File: src/design/smx_pkg.sv
// Shared constants and types of the signal mixer
`default_nettype none
package smx_pkg;

  // APB geometry
  localparam int ADDR_W = 16;
  localparam int DATA_W = 32;

  // Register indices; the byte address is four times the index
  localparam logic [ADDR_W-1:0] IDX_CTL0 = 16'h0f51;
  localparam logic [ADDR_W-1:0] IDX_CTL1 = 16'h0f52;
  localparam logic [ADDR_W-1:0] IDX_SRC = 16'h0f53;
  localparam logic [ADDR_W-1:0] IDX_LO_CAR = 16'h0f54;
  localparam logic [ADDR_W-1:0] IDX_UP_CAR = 16'h0f55;
  localparam logic [ADDR_W-1:0] ADDR_CTL0 = IDX_CTL0 << 2;
  localparam logic [ADDR_W-1:0] ADDR_CTL1 = IDX_CTL1 << 2;
  localparam logic [ADDR_W-1:0] ADDR_SRC = IDX_SRC << 2;
  localparam logic [ADDR_W-1:0] ADDR_LO_CAR = IDX_LO_CAR << 2;
  localparam logic [ADDR_W-1:0] ADDR_UP_CAR = IDX_UP_CAR << 2;

  // Field positions of modulator_control_first
  localparam int CTL0_EN_BIT = 7;
  localparam int CTL0_OUT_BIT = 5;
  localparam int CTL0_OINV_BIT = 4;
  localparam int CTL0_SWBIT_BIT = 0;

  // Field positions of modulator_control_second
  localparam int CTL1_HINV_BIT = 5;
  localparam int CTL1_HSYNC_BIT = 4;
  localparam int CTL1_LINV_BIT = 1;
  localparam int CTL1_LSYNC_BIT = 0;

  // Select field widths
  localparam int SRC_W = 5;
  localparam int CAR_W = 4;

  // Data source codes: 0 pin, 1 software bit, 2-6 capture/compare,
  // 7-8 pulse-width, 9-13 serial transmit, 14-15 sync serial data,
  // 16-17 sync serial clock, others read as low
  localparam logic [SRC_W-1:0] SRC_PIN = 5'h00;
  localparam logic [SRC_W-1:0] SRC_SWBIT = 5'h01;

  // Carrier codes: 0 pin, 1 system clock, 2 fast internal clock,
  // 3 reference clock, 4-8 capture/compare, 9-10 pulse-width, others low
  localparam logic [CAR_W-1:0] CAR_PIN = 4'h0;

  // Register byte values after reset
  localparam logic [7:0] RST_CTL0 = 8'h00;
  localparam logic [7:0] RST_CTL1 = 8'h00;
  localparam logic [7:0] RST_SRC = 8'h00;
  localparam logic [7:0] RST_LO_CAR = 8'h00;
  localparam logic [7:0] RST_UP_CAR = 8'h00;

  // Which carrier is being mixed
  typedef enum logic [1:0] {
    CAR_LOW = 2'b01,
    CAR_HIGH = 2'b10
  } smx_car_t;

  // Candidate modulator data inputs
  typedef struct packed {
    logic [1:0] spi_sck;
    logic [1:0] spi_sdo;
    logic [4:0] uart_tx;
    logic [1:0] pwm;
    logic [4:0] ccp;
    logic pin;
  } smx_data_src_t;

  // Candidate carrier inputs, shared by both carrier selectors
  typedef struct packed {
    logic [1:0] pwm;
    logic [4:0] ccp;
    logic ref_clk;
    logic hf_clk;
    logic sys_clk;
    logic pin;
  } smx_car_src_t;

  // Whole state of the mixer top
  typedef struct packed {
    logic en;
    logic oinv;
    logic swbit;
    logic hinv;
    logic hsync;
    logic linv;
    logic lsync;
    logic [SRC_W-1:0] data_sel;
    logic [CAR_W-1:0] lo_sel;
    logic [CAR_W-1:0] up_sel;
    smx_car_t car;
    logic up_prev;
    logic lo_prev;
    logic out;
    logic pready;
    logic pslverr;
    logic [DATA_W-1:0] prdata;
  } smx_state_t;

  localparam smx_state_t STATE_RST = '{
    en: RST_CTL0[CTL0_EN_BIT],
    oinv: RST_CTL0[CTL0_OINV_BIT],
    swbit: RST_CTL0[CTL0_SWBIT_BIT],
    hinv: RST_CTL1[CTL1_HINV_BIT],
    hsync: RST_CTL1[CTL1_HSYNC_BIT],
    linv: RST_CTL1[CTL1_LINV_BIT],
    lsync: RST_CTL1[CTL1_LSYNC_BIT],
    data_sel: RST_SRC[SRC_W-1:0],
    lo_sel: RST_LO_CAR[CAR_W-1:0],
    up_sel: RST_UP_CAR[CAR_W-1:0],
    car: CAR_LOW,
    default: '0
  };

endpackage
`default_nettype wire

File: src/design/smx_top.sv
// Signal mixer: APB registers, source selection, carrier sync and output
//
// Overview of operation
// - Output is the carrier chosen by the data level.
// - Data high mixes the upper carrier.
// - Data low mixes the lower carrier.
// - Mixing starts once software sets enable.
// - Clearing enable stops output, keeps selections.
// - Setting enable again resumes with kept selections.
// - Output pin low whenever enable is clear.
// - Data source field picks the data input.
// - Upper select field picks upper carrier input.
// - Lower select field picks lower carrier input.
// - Data choices: serial, capture, pulse-width, software, pin.
// - Carrier choices: capture, pulse-width, clocks, pin.
// - Output offered to the pin assignment logic.
// - Upper sync waits for upper carrier falling edge.
// - Lower sync waits for lower carrier falling edge.
// - Carrier invert bits flip each carrier first.
// - Output invert bit makes output idle high while enabled.
`timescale 1ns/1ps
`default_nettype none
module smx_top
  import smx_pkg::*;
(
  // Clock and reset
  input wire logic pclk,
  input wire logic presetn,
  // APB slave
  input wire logic psel,
  input wire logic penable,
  input wire logic pwrite,
  input wire logic [ADDR_W-1:0] paddr,
  input wire logic [DATA_W-1:0] pwdata,
  input wire logic [3:0] pstrb,
  output logic [DATA_W-1:0] prdata,
  output logic pready,
  output logic pslverr,
  // Signal sources
  input wire smx_data_src_t data_src,
  input wire smx_car_src_t car_src,
  // Mixed output towards pin_output_assign
  output logic modulated_output_pin
);

  smx_state_t st_q;
  smx_state_t st_d;

  smx_data_src_t ds;
  smx_car_src_t cs;
  logic [(1<<SRC_W)-1:0] dvec;
  logic [(1<<CAR_W)-1:0] cvec;
  logic dsel;
  logic up_raw;
  logic lo_raw;
  logic up_car;
  logic lo_car;
  logic fall_h;
  logic fall_l;
  logic mix;
  logic setup;
  logic wr_go;
  logic hit;
  logic [7:0] rd_byte;

  // All source inputs come from other logic or pins, so they are synchronised
  smx_sync #(
    .W($bits(smx_data_src_t))
  ) u_sync_data (
    .clk(pclk),
    .rst_n(presetn),
    .a(data_src),
    .q(ds)
  );

  smx_sync #(
    .W($bits(smx_car_src_t))
  ) u_sync_car (
    .clk(pclk),
    .rst_n(presetn),
    .a(car_src),
    .q(cs)
  );

  // Candidate vectors, unused codes read as low
  assign dvec = {14'h0000, ds.spi_sck, ds.spi_sdo, ds.uart_tx, ds.pwm, ds.ccp,
                 st_q.swbit, ds.pin};
  assign cvec = {5'h00, cs.pwm, cs.ccp, cs.ref_clk, cs.hf_clk, cs.sys_clk,
                 cs.pin};

  smx_mux #(
    .SW(SRC_W)
  ) u_mux_data (
    .vec(dvec),
    .sel(st_q.data_sel),
    .y(dsel)
  );

  smx_mux #(
    .SW(CAR_W)
  ) u_mux_up (
    .vec(cvec),
    .sel(st_q.up_sel),
    .y(up_raw)
  );

  smx_mux #(
    .SW(CAR_W)
  ) u_mux_lo (
    .vec(cvec),
    .sel(st_q.lo_sel),
    .y(lo_raw)
  );

  assign up_car = up_raw ^ st_q.hinv;
  assign lo_car = lo_raw ^ st_q.linv;
  assign fall_h = st_q.up_prev & ~up_car;
  assign fall_l = st_q.lo_prev & ~lo_car;

  // Each carrier is gated by its side of the data signal
  assign mix = (up_car & (st_q.car == CAR_HIGH)) |
               (lo_car & (st_q.car == CAR_LOW));

  assign setup = psel & ~penable;
  assign wr_go = psel & penable & st_q.pready & pwrite & pstrb[0] & hit;

  // Address decode and read value
  always_comb begin
    hit = 1'b1;
    rd_byte = 8'h00;
    unique case (paddr)
      ADDR_CTL0: begin
        rd_byte[CTL0_EN_BIT] = st_q.en;
        rd_byte[CTL0_OUT_BIT] = st_q.out;
        rd_byte[CTL0_OINV_BIT] = st_q.oinv;
        rd_byte[CTL0_SWBIT_BIT] = st_q.swbit;
      end
      ADDR_CTL1: begin
        rd_byte[CTL1_HINV_BIT] = st_q.hinv;
        rd_byte[CTL1_HSYNC_BIT] = st_q.hsync;
        rd_byte[CTL1_LINV_BIT] = st_q.linv;
        rd_byte[CTL1_LSYNC_BIT] = st_q.lsync;
      end
      ADDR_SRC: rd_byte[SRC_W-1:0] = st_q.data_sel;
      ADDR_LO_CAR: rd_byte[CAR_W-1:0] = st_q.lo_sel;
      ADDR_UP_CAR: rd_byte[CAR_W-1:0] = st_q.up_sel;
      default: hit = 1'b0;
    endcase
  end

  always_comb begin
    st_d = st_q;
    // Zero-wait answer: ready is raised for the single access cycle
    st_d.pready = setup;
    st_d.pslverr = setup & ~hit;
    if (setup) begin
      st_d.prdata = {24'h000000, rd_byte};
    end
    // Writes land at the completing edge; selections are never cleared by enable
    if (wr_go) begin
      unique case (paddr)
        ADDR_CTL0: begin
          st_d.en = pwdata[CTL0_EN_BIT];
          st_d.oinv = pwdata[CTL0_OINV_BIT];
          st_d.swbit = pwdata[CTL0_SWBIT_BIT];
        end
        ADDR_CTL1: begin
          st_d.hinv = pwdata[CTL1_HINV_BIT];
          st_d.hsync = pwdata[CTL1_HSYNC_BIT];
          st_d.linv = pwdata[CTL1_LINV_BIT];
          st_d.lsync = pwdata[CTL1_LSYNC_BIT];
        end
        ADDR_SRC: st_d.data_sel = pwdata[SRC_W-1:0];
        ADDR_LO_CAR: st_d.lo_sel = pwdata[CAR_W-1:0];
        ADDR_UP_CAR: st_d.up_sel = pwdata[CAR_W-1:0];
        default: st_d.data_sel = st_q.data_sel;
      endcase
    end
    st_d.up_prev = up_car;
    st_d.lo_prev = lo_car;
    // Carrier choice follows data; sync holds a switch until a falling edge
    if (!st_q.en) begin
      st_d.car = dsel ? CAR_HIGH : CAR_LOW;
    end else begin
      unique case (st_q.car)
        CAR_HIGH: begin
          if (!dsel && (!st_q.hsync || fall_h)) begin
            st_d.car = CAR_LOW;
          end
        end
        CAR_LOW: begin
          if (dsel && (!st_q.lsync || fall_l)) begin
            st_d.car = CAR_HIGH;
          end
        end
        default: st_d.car = CAR_LOW;
      endcase
    end
    st_d.out = st_q.en ? (mix ^ st_q.oinv) : 1'b0;
  end

  always_ff @(posedge pclk or negedge presetn) begin
    if (!presetn) begin
      st_q <= STATE_RST;
    end else begin
      st_q <= st_d;
    end
  end

  assign prdata = st_q.prdata;
  assign pready = st_q.pready;
  assign pslverr = st_q.pslverr;
  assign modulated_output_pin = st_q.out;
endmodule
`default_nettype wire

File: src/design/smx_sync.sv
// Three-stage input synchroniser with agreement filter
`timescale 1ns/1ps
`default_nettype none
module smx_sync #(
  parameter int W = 1
) (
  // Clock and reset
  input wire logic clk,
  input wire logic rst_n,
  // Data
  input wire logic [W-1:0] a,
  output logic [W-1:0] q
);

  typedef struct packed {
    logic [W-1:0] s1;
    logic [W-1:0] s2;
    logic [W-1:0] s3;
    logic [W-1:0] flt;
  } smx_sync_st_t;

  smx_sync_st_t st_q;
  smx_sync_st_t st_d;

  // A bit moves only once the second and third stages agree
  always_comb begin
    st_d = st_q;
    st_d.s1 = a;
    st_d.s2 = st_q.s1;
    st_d.s3 = st_q.s2;
    st_d.flt = ((st_q.s2 ~^ st_q.s3) & st_q.s3) | ((st_q.s2 ^ st_q.s3) & st_q.flt);
  end

  always_ff @(posedge clk or negedge rst_n) begin
    if (!rst_n) begin
      st_q <= '0;
    end else begin
      st_q <= st_d;
    end
  end

  assign q = st_q.flt;

endmodule
`default_nettype wire

File: src/design/smx_mux.sv
// One-of-many bit selector
`timescale 1ns/1ps
`default_nettype none
module smx_mux #(
  parameter int SW = 4
) (
  // Candidates and code
  input wire logic [(1<<SW)-1:0] vec,
  input wire logic [SW-1:0] sel,
  // Chosen bit
  output logic y
);

  assign y = vec[sel];

endmodule
`default_nettype wire

File: config.mk
export PLATFORM = sky130hd
export DESIGN_NAME = smx_top
export DESIGN_NICKNAME = d
export VERILOG_FILES = /design/src/design/smx_pkg.sv /design/src/design/smx_top.sv /design/src/design/smx_sync.sv /design/src/design/smx_mux.sv
export SDC_FILE = /design/constraint.sdc
export NUM_CORES = 1
export LEC_CHECK = 0
export BUFFER_PORTS_ARGS = -buffer_cell sky130_fd_sc_hd__buf_2
export CORE_AREA = 2 2 109 122
export CTS_BUF_LIST = sky130_fd_sc_hd__clkbuf_4
export CTS_CLUSTER_DIAMETER = 40
export CTS_CLUSTER_SIZE = 40
export DETAILED_ROUTE_END_ITERATION = 8
export DIE_AREA = 0 0 111 124
export PLACE_DENSITY = 0.67
export RECOVER_POWER = 25
export SLEW_MARGIN = 0
export SYNTH_ARGS = -nofsm -noshare
export SYNTH_HDL_FRONTEND = slang
export SYNTH_SLANG_ARGS = --single-unit
File: constraint.sdc
create_clock -name pclk -period 2.7 [get_ports pclk]
set_input_delay 0.54 -clock pclk [delete_from_list [all_inputs] [get_ports pclk]]
set_output_delay 0.54 -clock pclk [all_outputs]
set_load 0.02 [all_outputs]
-- Word-level counts from Yosys, hierarchy flattened
Index checks and enable logic that the tools add are counted.
- bits of input ports: 85
- logic and storage cells: 99
- ROM bits: 0
- bits in registers: 146
- bits in writable memories: 0
- output and inout bits: 35
- memories: 0
- latch bits: 0
- add/sub/neg operators: 0
- multiply operators: 0
- bitwise gates (word level): 29
- shift operators: 0
- equality and inequality tests: 9
- magnitude comparators: 3
- mux-type cells: 19
- reductions and logical operators: 14
- divide/modulo/power cells: 0
- operators with widths (cell ; number):
    equality test 16 x 14 -> 1 bit, second input constant ; 5
    bitwise AND 17 bit ; 2
    bitwise AND 11 bit ; 2
    OR 17 bit ; 1
    XNOR 17 bit ; 1
    XOR 17 bit ; 1
    AND reduction 2 bit ; 6
    bitwise AND 1 bit ; 11
    OR 11 bit ; 1
    XNOR 11 bit ; 1
    XOR 11 bit ; 1
    < comparator 4 x 5 -> 1 bit, second input constant ; 2
    binary-select mux 1 bit (select 4 bit) ; 2
    2-to-1 mux 2 bit ; 4
    < comparator 5 x 6 -> 1 bit, second input constant ; 1
    2-to-1 mux 1 bit ; 6
    != test 3 x 2 -> 1 bit, second input constant ; 2
    one-hot mux 2 bit (3 select lines) ; 1
    binary-select mux 1 bit (select 5 bit) ; 1
    one-hot mux 1 bit (5 select lines) ; 1
    OR reduction 5 bit ; 1
    inverter 1 bit ; 4
    one-hot mux 1 bit (4 select lines) ; 1
    one-hot mux 2 bit (2 select lines) ; 1
    9 further kinds ; 15

-- Logic depth before layout (Yosys ltp)
Gate-level depths: netlist of the first run.
- word-level depth: 10
- gate-level depth with buffers: 7
- depth with buffers taken out: 6

-- Modules after synthesis
A second synthesis of the first run with hierarchy kept.
- cell total of the unflattened synthesis: 420
- area, all modules: 6057.1 um2
- modules (own cells, without submodules) (module ; seq. area each (um2) ; area each (um2) ; instances ; cells an instance):
    smx_sync at u_sync_data ; 1701.6 ; 2169.6 ; 1 ; 119
    smx_top ; 852.1 ; 1888.1 ; 1 ; 169
    smx_sync at u_sync_car ; 1101.1 ; 1403.8 ; 1 ; 77
    smx_mux at u_mux_data ; 0.0 ; 325.3 ; 1 ; 41
    smx_mux at u_mux_lo ... ; 0.0 ; 135.1 ; 2 ; 7

-- Least setup slack after synthesis of the first run
OpenSTA, ideal clock, no wires.
- path kind: input to register
- from: input port paddr[5]
- to: register st_q[43] (netlist name)
- library setup time: 0.125 ns
- arrival: 2.080 ns
- slack: 0.496 ns
- data required time: 2.575 ns
- path buffers: 0
- stages: 6
- path through: nor4b_1 > nand4_1 > nor3b_4 > nand2_1 > nor2_1 > mux2_2
- longest elaborated chain between the ends: 5
- elaborated cells on any way between the ends: 9
- those cells by class: 5 x eq/ne; 1 x mux; 1 x bitwise; 2 x reduce/logical
- RTL lines (what ; line ; source):
    start, declared ; smx_top.sv:33 ; input wire logic [ADDR_W-1:0] paddr,
    equality test 16 x 14 -> 1 bit, on equally long branches ; smx_top.sv:131, smx_top.sv:161 ;
    OR reduction 5 bit (no line) ; -- ;
    2-to-1 mux 1 bit ; smx_top.sv:131 ; unique case (paddr)
    bitwise AND 1 bit ; smx_top.sv:125 ; assign wr_go = psel & penable & st_q.pready & pwrite & pstrb[0] & hit;
    AND reduction 2 bit (no line) * ; -- ;
    end signal, assigned ; smx_top.sv:206 ; st_q <= st_d;
    end, declared ; smx_top.sv:46 ; smx_state_t st_q;
Every way passes the cells marked *; elsewhere a longest branch is shown, timed or not.
A chain may end at the register's enable or synchronous reset.

==> results of run 1 <==
-- cell usage in the layout, fill, tap and decap left out, types with 3 or more instances in the layout --
cell / instances
dfrtp_1: 145
mux4_2: 5
mux2_2: 24
buf_2: 65
a21o_1: 28
nor2_1: 4
nor3b_1: 3
conb_1: 25
o21ai_0: 10
mux2i_1: 6
clkbuf_4: 18
clkinv_2: 3
inv_1: 7
nand2_1: 20
buf_4: 5
a22oi_1: 5
clkinvlp_4: 4
nand3_1: 3
ha_1: 28
-- timing repair --
action / CTS / global route
hold endpoints to repair: 54 / 0
hold buffers: 1 / 0
resized for setup: 0 / 0
-- final timing paths --
| check | start | to | depth (start not counted) |
|---|---|---|---|
| min | data_src[7] | u_sync_data.st_d[41] | 1 |
| max | st_q[39] | st_q[37] | 6 |
| max in group asynchronous | presetn | u_sync_car.st_q[17] | 3 |
| min in group asynchronous | presetn | u_sync_car.st_d[23] | 2 |
| max reg2reg | st_q[39] | st_q[37] | 6 |
| min reg2reg | u_sync_data.st_d[43] | u_sync_data.st_d[26] | 0 |
-- flip-flops by register name, summed over array words and instances, names as in the netlist --
signal,flops
st_q,23
modulated_output_pin,1
dvec,1
u_sync_data.st_d,34
prdata,7
u_sync_car.q,11
u_sync_data.st_q,17
pslverr,1
u_sync_car.st_q,11
u_sync_data.q,17
u_sync_car.st_d,22
pready,1
-- metrics by stage --
step / std cells / instance area, µm² / util [%] / power [mW]
2_1_floorplan: 390 / 5619 / - / 2.554
3_5_place_dp: 581 / 5944 / 47.83 / 2.662
4_1_cts: 614 / 6228 / 50.12 / 3.977
5_1_grt: 615 / 6231 / 50.14 / 4.124
3_3_place_gp: 581 / 5944 / 47.83 / 2.649
6_report: 615 / 6231 / 50.14 / 3.909
-- layer usage --
layer / GRT usage, % / up-vias
met4: 6.250 / 2
met1: 17.59 / 1468
met5: 0 / -
met3: 4.866 / 10
met2: 20.63 / 75
li1: - / 1400
-- cell type report --
class | instances | area [µm²] | area share [%]
inverters | 7 | 26.28 | 0.4217
clock inverters | 14 | 138.9 | 2.229
flip-flops and latches | 146 | 3655 | 58.65
clock buffers | 18 | 135.1 | 2.169
multi-input cells | 199 | 1673 | 26.85
well taps | 157 | 196.4 | 3.153
repair buffers | 73 | 404.1 | 6.486
diodes | 1 | 2.502 | 0.04016
-- power groups by stage --
stage	registers (mW)	logic (mW)	clock network [mW]
after global routing	2.37	0.298	1.45
after detailed placement	2.40	0.262	0
final	2.35	0.258	1.30
after floorplan	2.38	0.170	0
after global placement	2.40	0.253	0
after CTS	2.36	0.265	1.35
-- logic make-up (layout without fill, tap and decap cells) --
| kind of cell | after synthesis | after routing | share of synthesized area [%] |
|---|---|---|---|
| other | 1 | 26 | 0.06782 |
| multiplexers | 36 | 36 | 8.486 |
| buffers and inverters | 45 | 112 | 5.273 |
| XOR/XNOR | 2 | 2 | 0.3169 |
| adder cells (fa/ha/maj) | 28 | 28 | 6.336 |
| AND/OR/NAND/NOR | 49 | 49 | 5.431 |
| AO/OA/AOI/OAI | 59 | 59 | 7.989 |
| flip-flops | 146 | 146 | 66.10 |
==> impl_results.md, run 1 <==
* Status: completed
* Final Critical Period at between 2 and 2.5 ns
* Share of flip-flops with an asynchronous set or reset at 100.0%
* Number of violations reported at the end of detailed-routing iteration 0 at 114
* Critical path type: register to register
* Post-Synthesis Mean Instance Area at approximately 15 µm²
* Max-slew headroom at between 60 and 70%
* Number of DRC violations after detailed routing at 0
* Final Hold Viols at 0
* Fin. max-slew vios at 0
* Count of warnings emitted by yosys at 0
* Maximum level of the CTS H-tree at 4
* Min Hold Slack at approximately 0.12 ns
* Weighted congestion reported at the end of routability-driven placement at 0.7731
* Cell area after synthesis at 5529 µm²
* Combined buffer and inverter count along the critical path at 0
* Number of enable flip-flop cells after synthesis at 0
* Critical-path cell list: mux4_2 -> nor3b_1 -> a311oi_2 -> xnor2_1 -> o2111ai_2 -> a31o_1
* Largest net degree at the start of global routing at 59
* Post-CTS setup repair buffer count at 0
* CTS Buf Count at 17
* Seq cells post-synth at 146
* Number of global-route vias before repair at roughly 3000
* Master of the slowest instance on the critical path: mux4_2
* Number of endpoints failing setup at the final stage at 0
* Overall die height at 124 µm
* Unique cell type count in the Yosys netlist at 50
* Most common cell in the netlist: dfrtp_1
* Sort of element at the end of the critical path: register
* Net Sw Power at approximately 0.94 mW
* Number of buffers on the longest clock path at 2
* Switching power as a share of total power at between 20% and 30%
* Sequential group share of total power at 60.2%
* Power share of the clock group at 33.2%
* Smallest setup slack after layout at slightly above 0.5 ns
* Max-cap check violation count at 0
* Total routing usage reported by global routing at 13.56%
* Slack of the worst reg-to-reg path at 0.51 ns
* Post-Route Setup TNS at 0 ns
* Top cell type by total area after synthesis: dfrtp_1
* Logic gate share of total power at 6.6%
* Required time of the critical path at 3.16 ns
* Final setup skew at 0.01083 ns
* Number of nets still failing antenna checks after routing at 0
* Drt wl/cell at 13.72 µm
* Area share of the largest cell type after synthesis at 65.63%
* CTS root buffer: clkbuf_4
* I/O Buffers at 66
* Clock transition at the registers of the reported paths at 0.12 ns
* Met1 layer wirelength in the final routing at between 3000 and 4000 µm
* Final period util at 81.10%
* Clock sink total at 146
* Register area share after synthesis at 66.10%
* Final Net Count at about 560
* Reported leakage power at 3.111 nW
* Avg Vias per Cell at 4.805
* Highest net fanout along the worst path at 6
* Max incr delay on CP at 0.54 ns
* Internal power at between 2 and 3 mW
* Final HPWL DP at slightly below 6000 µm
* Cell types with the largest area share after synthesis: dfrtp_1, ha_1, mux2_2
* Least-Margin Pin Slew at between 0.5 and 0.6 ns
* Core footprint at 12430 µm²
* Flip-flop cell with the highest count after synthesis: dfrtp_1
* Row cnt at 43
* Cell types with the highest counts after synthesis: dfrtp_1, buf_4, a21o_1, ha_1, mux2_2
* Clock insertion delay at the later pin of the skew report at 0.51 ns
* Detailed-routing iteration count for the pre-antenna-repair pass at 4
* FMAX at 0.4567 GHz
* Boundary pin count at 120
* Post-Route WL at 8439 µm
* Chip width at between 100 and 150 µm
* Highest signal layer in the routed design: met5
* Fillers at 1086
* Worst hold path type: input pin to register
* Initial antenna violation count at 2
* Met2 WL at 3948 µm
* Crit path arrival time at between 2 and 3 ns
* Crit-path leading delay family: compound AO/OA/AOI/OAI gates
* Clock tree from TritonCTS: done
* Startpoint type of the worst setup path: register
* Detailed route wirelength on metal3 at 436 µm
* Post-place setup slack at ~0.2 ns
* Setup repair after global routing missed its margin: false
* Die ar. at 13760 µm²
* Vias after detailed routing at 2955
* Starting density of the core at 44.49%
* Power per Cell Area at between 600 and 700 nW/µm²
* Wire length of the first global-routing pass at 14600 µm
* Cell count after synthesis at between 300 and 400
* GRT overflow at 0
* Ratio of cells with drive above 1 in the final layout at 30.20%
* Worst IR drop on VDD at 0.3318 mV
* Synth-to-Final Area Change at 12.70%
No activity file was read; power rests on OpenSTA's default activity.
==> run 2, diff against run 1 <==
==> constraint.sdc (replaced) <==
create_clock -name pclk -period 2.13 [get_ports pclk]
set_input_delay 0.426 -clock pclk [delete_from_list [all_inputs] [get_ports pclk]]
set_output_delay 0.426 -clock pclk [all_outputs]
set_load 0.02 [all_outputs]
==> impl_results.md, run 2 (same netlist as run 1, synthesis figures left out) <==
* Clock transition at the registers of the reported paths at 0.12 ns (about the same)
* Final setup skew at 0.01460 ns (+0.003770 ns)
* Clock insertion delay at the later pin of the skew report at 0.52 ns (about the same)
* Worst R2R Path Depth at 6 (unchanged)
* Boundary pin count at 120 (unchanged)
* Sequential group share of total power at 56.0% (-4.2 points)
* FMAX at 0.4761 GHz (+4.3%)
* Slack of the worst reg-to-reg path at 0.03 ns (-0.48 ns)
* Fillers at 1069 (-1.6%)
* Vias after detailed routing at 3079 (+4.2%)
* Final Hold Viols at 0 (unchanged)
* Post-Route WL at 8693 µm (+3.0%)
* Max-cap check violation count at 0 (unchanged)
* Row cnt at 43 (unchanged)
* Worst hold path type: input pin to register
* Detailed-routing iteration count for the pre-antenna-repair pass at 4 (unchanged)
* Weighted congestion reported at the end of routability-driven placement at 0.7601 (-1.7%)
* Instance count after placement with tap cells included at 588 (+1.2%)
* Internal power at 4.143 mW (+39%)
* Number of nets still failing antenna checks after routing at 0 (unchanged)
* Reported leakage power at 3.309 nW (+6.4%)
* Startpoint of the most critical register-to-register path: st_q[39]
* Core footprint at 12430 µm² (unchanged)
* Hold Path Cell Cnt at 2 (+1)
* Number of buffers on the longest clock path at 2 (unchanged)
* Largest net degree at the start of global routing at 71 (+20%)
* Worst IR drop on VDD at 0.4973 mV (+50%)
* Post-place setup slack at -0.1385 ns (-0.3369 ns)
* Total routing usage reported by global routing at 14.07% (+0.52 points)
* Endpoint of the lowest-slack register-to-register path: st_q[37]
* Hold wc startpoint: pwdata[7]
* Synth-to-Final Area Change at 20.30%
* Number of DRC violations after detailed routing at 0 (unchanged)
* Most common cell after layout, fill and taps aside: dfrtp_1
* Power per Cell Area at 802.2 nW/µm² (+28%)
* Commonest non-fill, non-tap cells in the layout: dfrtp_1, buf_2, dlygate4sd3_1
* Crit path arrival time at 2.55 ns (-0.10 ns)
* Net Sw Power at 1.192 mW (+27%)
* Final Critical Period at 2.100 ns (-0.08932 ns)
* Highest net fanout along the worst path at 4 (-2)
* Critical path type: register to register
* Status: completed
* Chip width at 111 µm (unchanged)
* Switching power as a share of total power at 22.34% (-1.7 points)
* Drt wl/cell at 13.33 µm (-2.8%)
* Die ar. at 13760 µm² (unchanged)
* Sort of element at the end of the critical path: register
* Overall die height at 124 µm (unchanged)
* Max FFs per register at 34 (unchanged)
* Final Net Count at 594 (+6.6%)
* Fin. max-slew vios at 0 (unchanged)
* Wire length of the first global-routing pass at 15050 µm (+3.1%)
* CTS Buf Count at 17 (unchanged)
* Clock sink total at 146 (unchanged)
* Hold path endpoint: st_q[58]
* Number of global-route vias before repair at 3125 (+3.5%)
* I/O Buffers at 66 (unchanged)
* Ratio of cells with drive above 1 in the final layout at 30.36% (+0.17 points)
* GRT overflow at 0 (unchanged)
* Number of endpoints failing setup at the final stage at 0 (unchanged)
* Clock tree from TritonCTS: done
* Smallest setup slack after layout at 0.02960 ns (-0.4807 ns)
* Final HPWL DP at 6051 µm (+3.5%)
* Final Instance Count excl. Fillers at 652 (+6.0%)
* Initial antenna violation count at 2 (unchanged)
* Setup repair after global routing missed its margin: true
* Avg Vias per Cell at 4.722 (-1.7%)
* Logic gate share of total power at 7.0% (+0.4 points)
* Final period util at 98.61% (+18 points)
* Startpoint type of the worst setup path: register
* CTS root buffer: clkbuf_4
* Starting density of the core at 44.49% (unchanged)
* Maximum level of the CTS H-tree at 4 (unchanged)
* Power share of the clock group at 37.0% (+3.8 points)
* Number of violations reported at the end of detailed-routing iteration 0 at 154 (+35%)
* Required time of the critical path at 2.58 ns (-0.58 ns)
run 2: metrics by stage:
stage | total power, mW | hold WS (ns) | setup TNS, ns | cell area, µm² | utilization, %
6_report | 5.336 | 0.1353 | 0 | 6651 | 53.52
5_1_grt | 5.613 | 0.08473 | -0.03599 | 6651 | 53.52
4_1_cts | 5.426 | 0.07511 | -0.02147 | 6635 | 53.39
3_5_place_dp | 3.378 | 0.3347 | -0.7067 | 5997 | 48.25
3_3_place_gp | 3.358 | 0.3320 | -0.5747 | 5997 | 48.25
2_1_floorplan | 3.237 | 0.1304 | 0 | 5619 | -
run 2: final cells by class:
| class | instances | area, µm² | area share, % |
|---|---|---|---|
| clock inverters | 15 | 212.7 | 3.198 |
| repair buffers | 110 | 752.0 | 11.31 |
| well taps | 157 | 196.4 | 2.953 |
| flip-flops and latches | 146 | 3657 | 54.98 |
| clock buffers | 17 | 127.6 | 1.919 |
| diodes | 1 | 2.502 | 0.03762 |
| inverters | 7 | 26.28 | 0.3950 |
| multi-input cells | 199 | 1677 | 25.21 |
run 2: critical path, stage by stage, from the launching register on:
cell and delay, ns:
dfrtp_2 0.42, mux4_2 0.51, nor3b_1 0.16, a311oi_2 0.37
xnor2_2 0.18, o2111ai_2 0.15, a31o_1 0.25
run 2: worst max path at each step:
| stage | slack (ns) | endpoint | from |
|---|---|---|---|
| 3_5_place_dp | -0.14 | st_q[51] | paddr[5] |
| 3_3_place_gp | -0.1 | st_q[51] | paddr[5] |
| 2_1_floorplan | 0.04 | st_q[43] | paddr[5] |
| 6_report | 0.03 | st_q[37] | st_q[39] |
| 4_1_cts | -0.02 | st_q[37] | st_q[39] |
| 5_1_grt | -0.02 | st_q[37] | st_q[39] |
run 2: timing repair:
action	CTS	global route
pin swaps	0	0
buffers inserted	0	2
hold buffers	29	0
setup endpoints to repair	1	3
hold endpoints to repair	64	0
resized for setup	1	3
run 2: layer usage:
metal	up-vias	share of wire, %	track usage, %
li1	1484	-	-
met5	-	0.14	0
met1	1504	45	18.00
met2	75	48	21.78
met3	14	5.5	5.547
met4	2	1.5	5.625
run 2: power by group through the flow:
stage / logic, mW / registers, mW / clock network, mW
2_1_floorplan: 0.215 / 3.02 / 0
6_report: 0.372 / 2.99 / 1.98
3_3_place_gp: 0.321 / 3.04 / 0
4_1_cts: 0.378 / 2.99 / 2.06
3_5_place_dp: 0.333 / 3.04 / 0
5_1_grt: 0.426 / 3.01 / 2.18
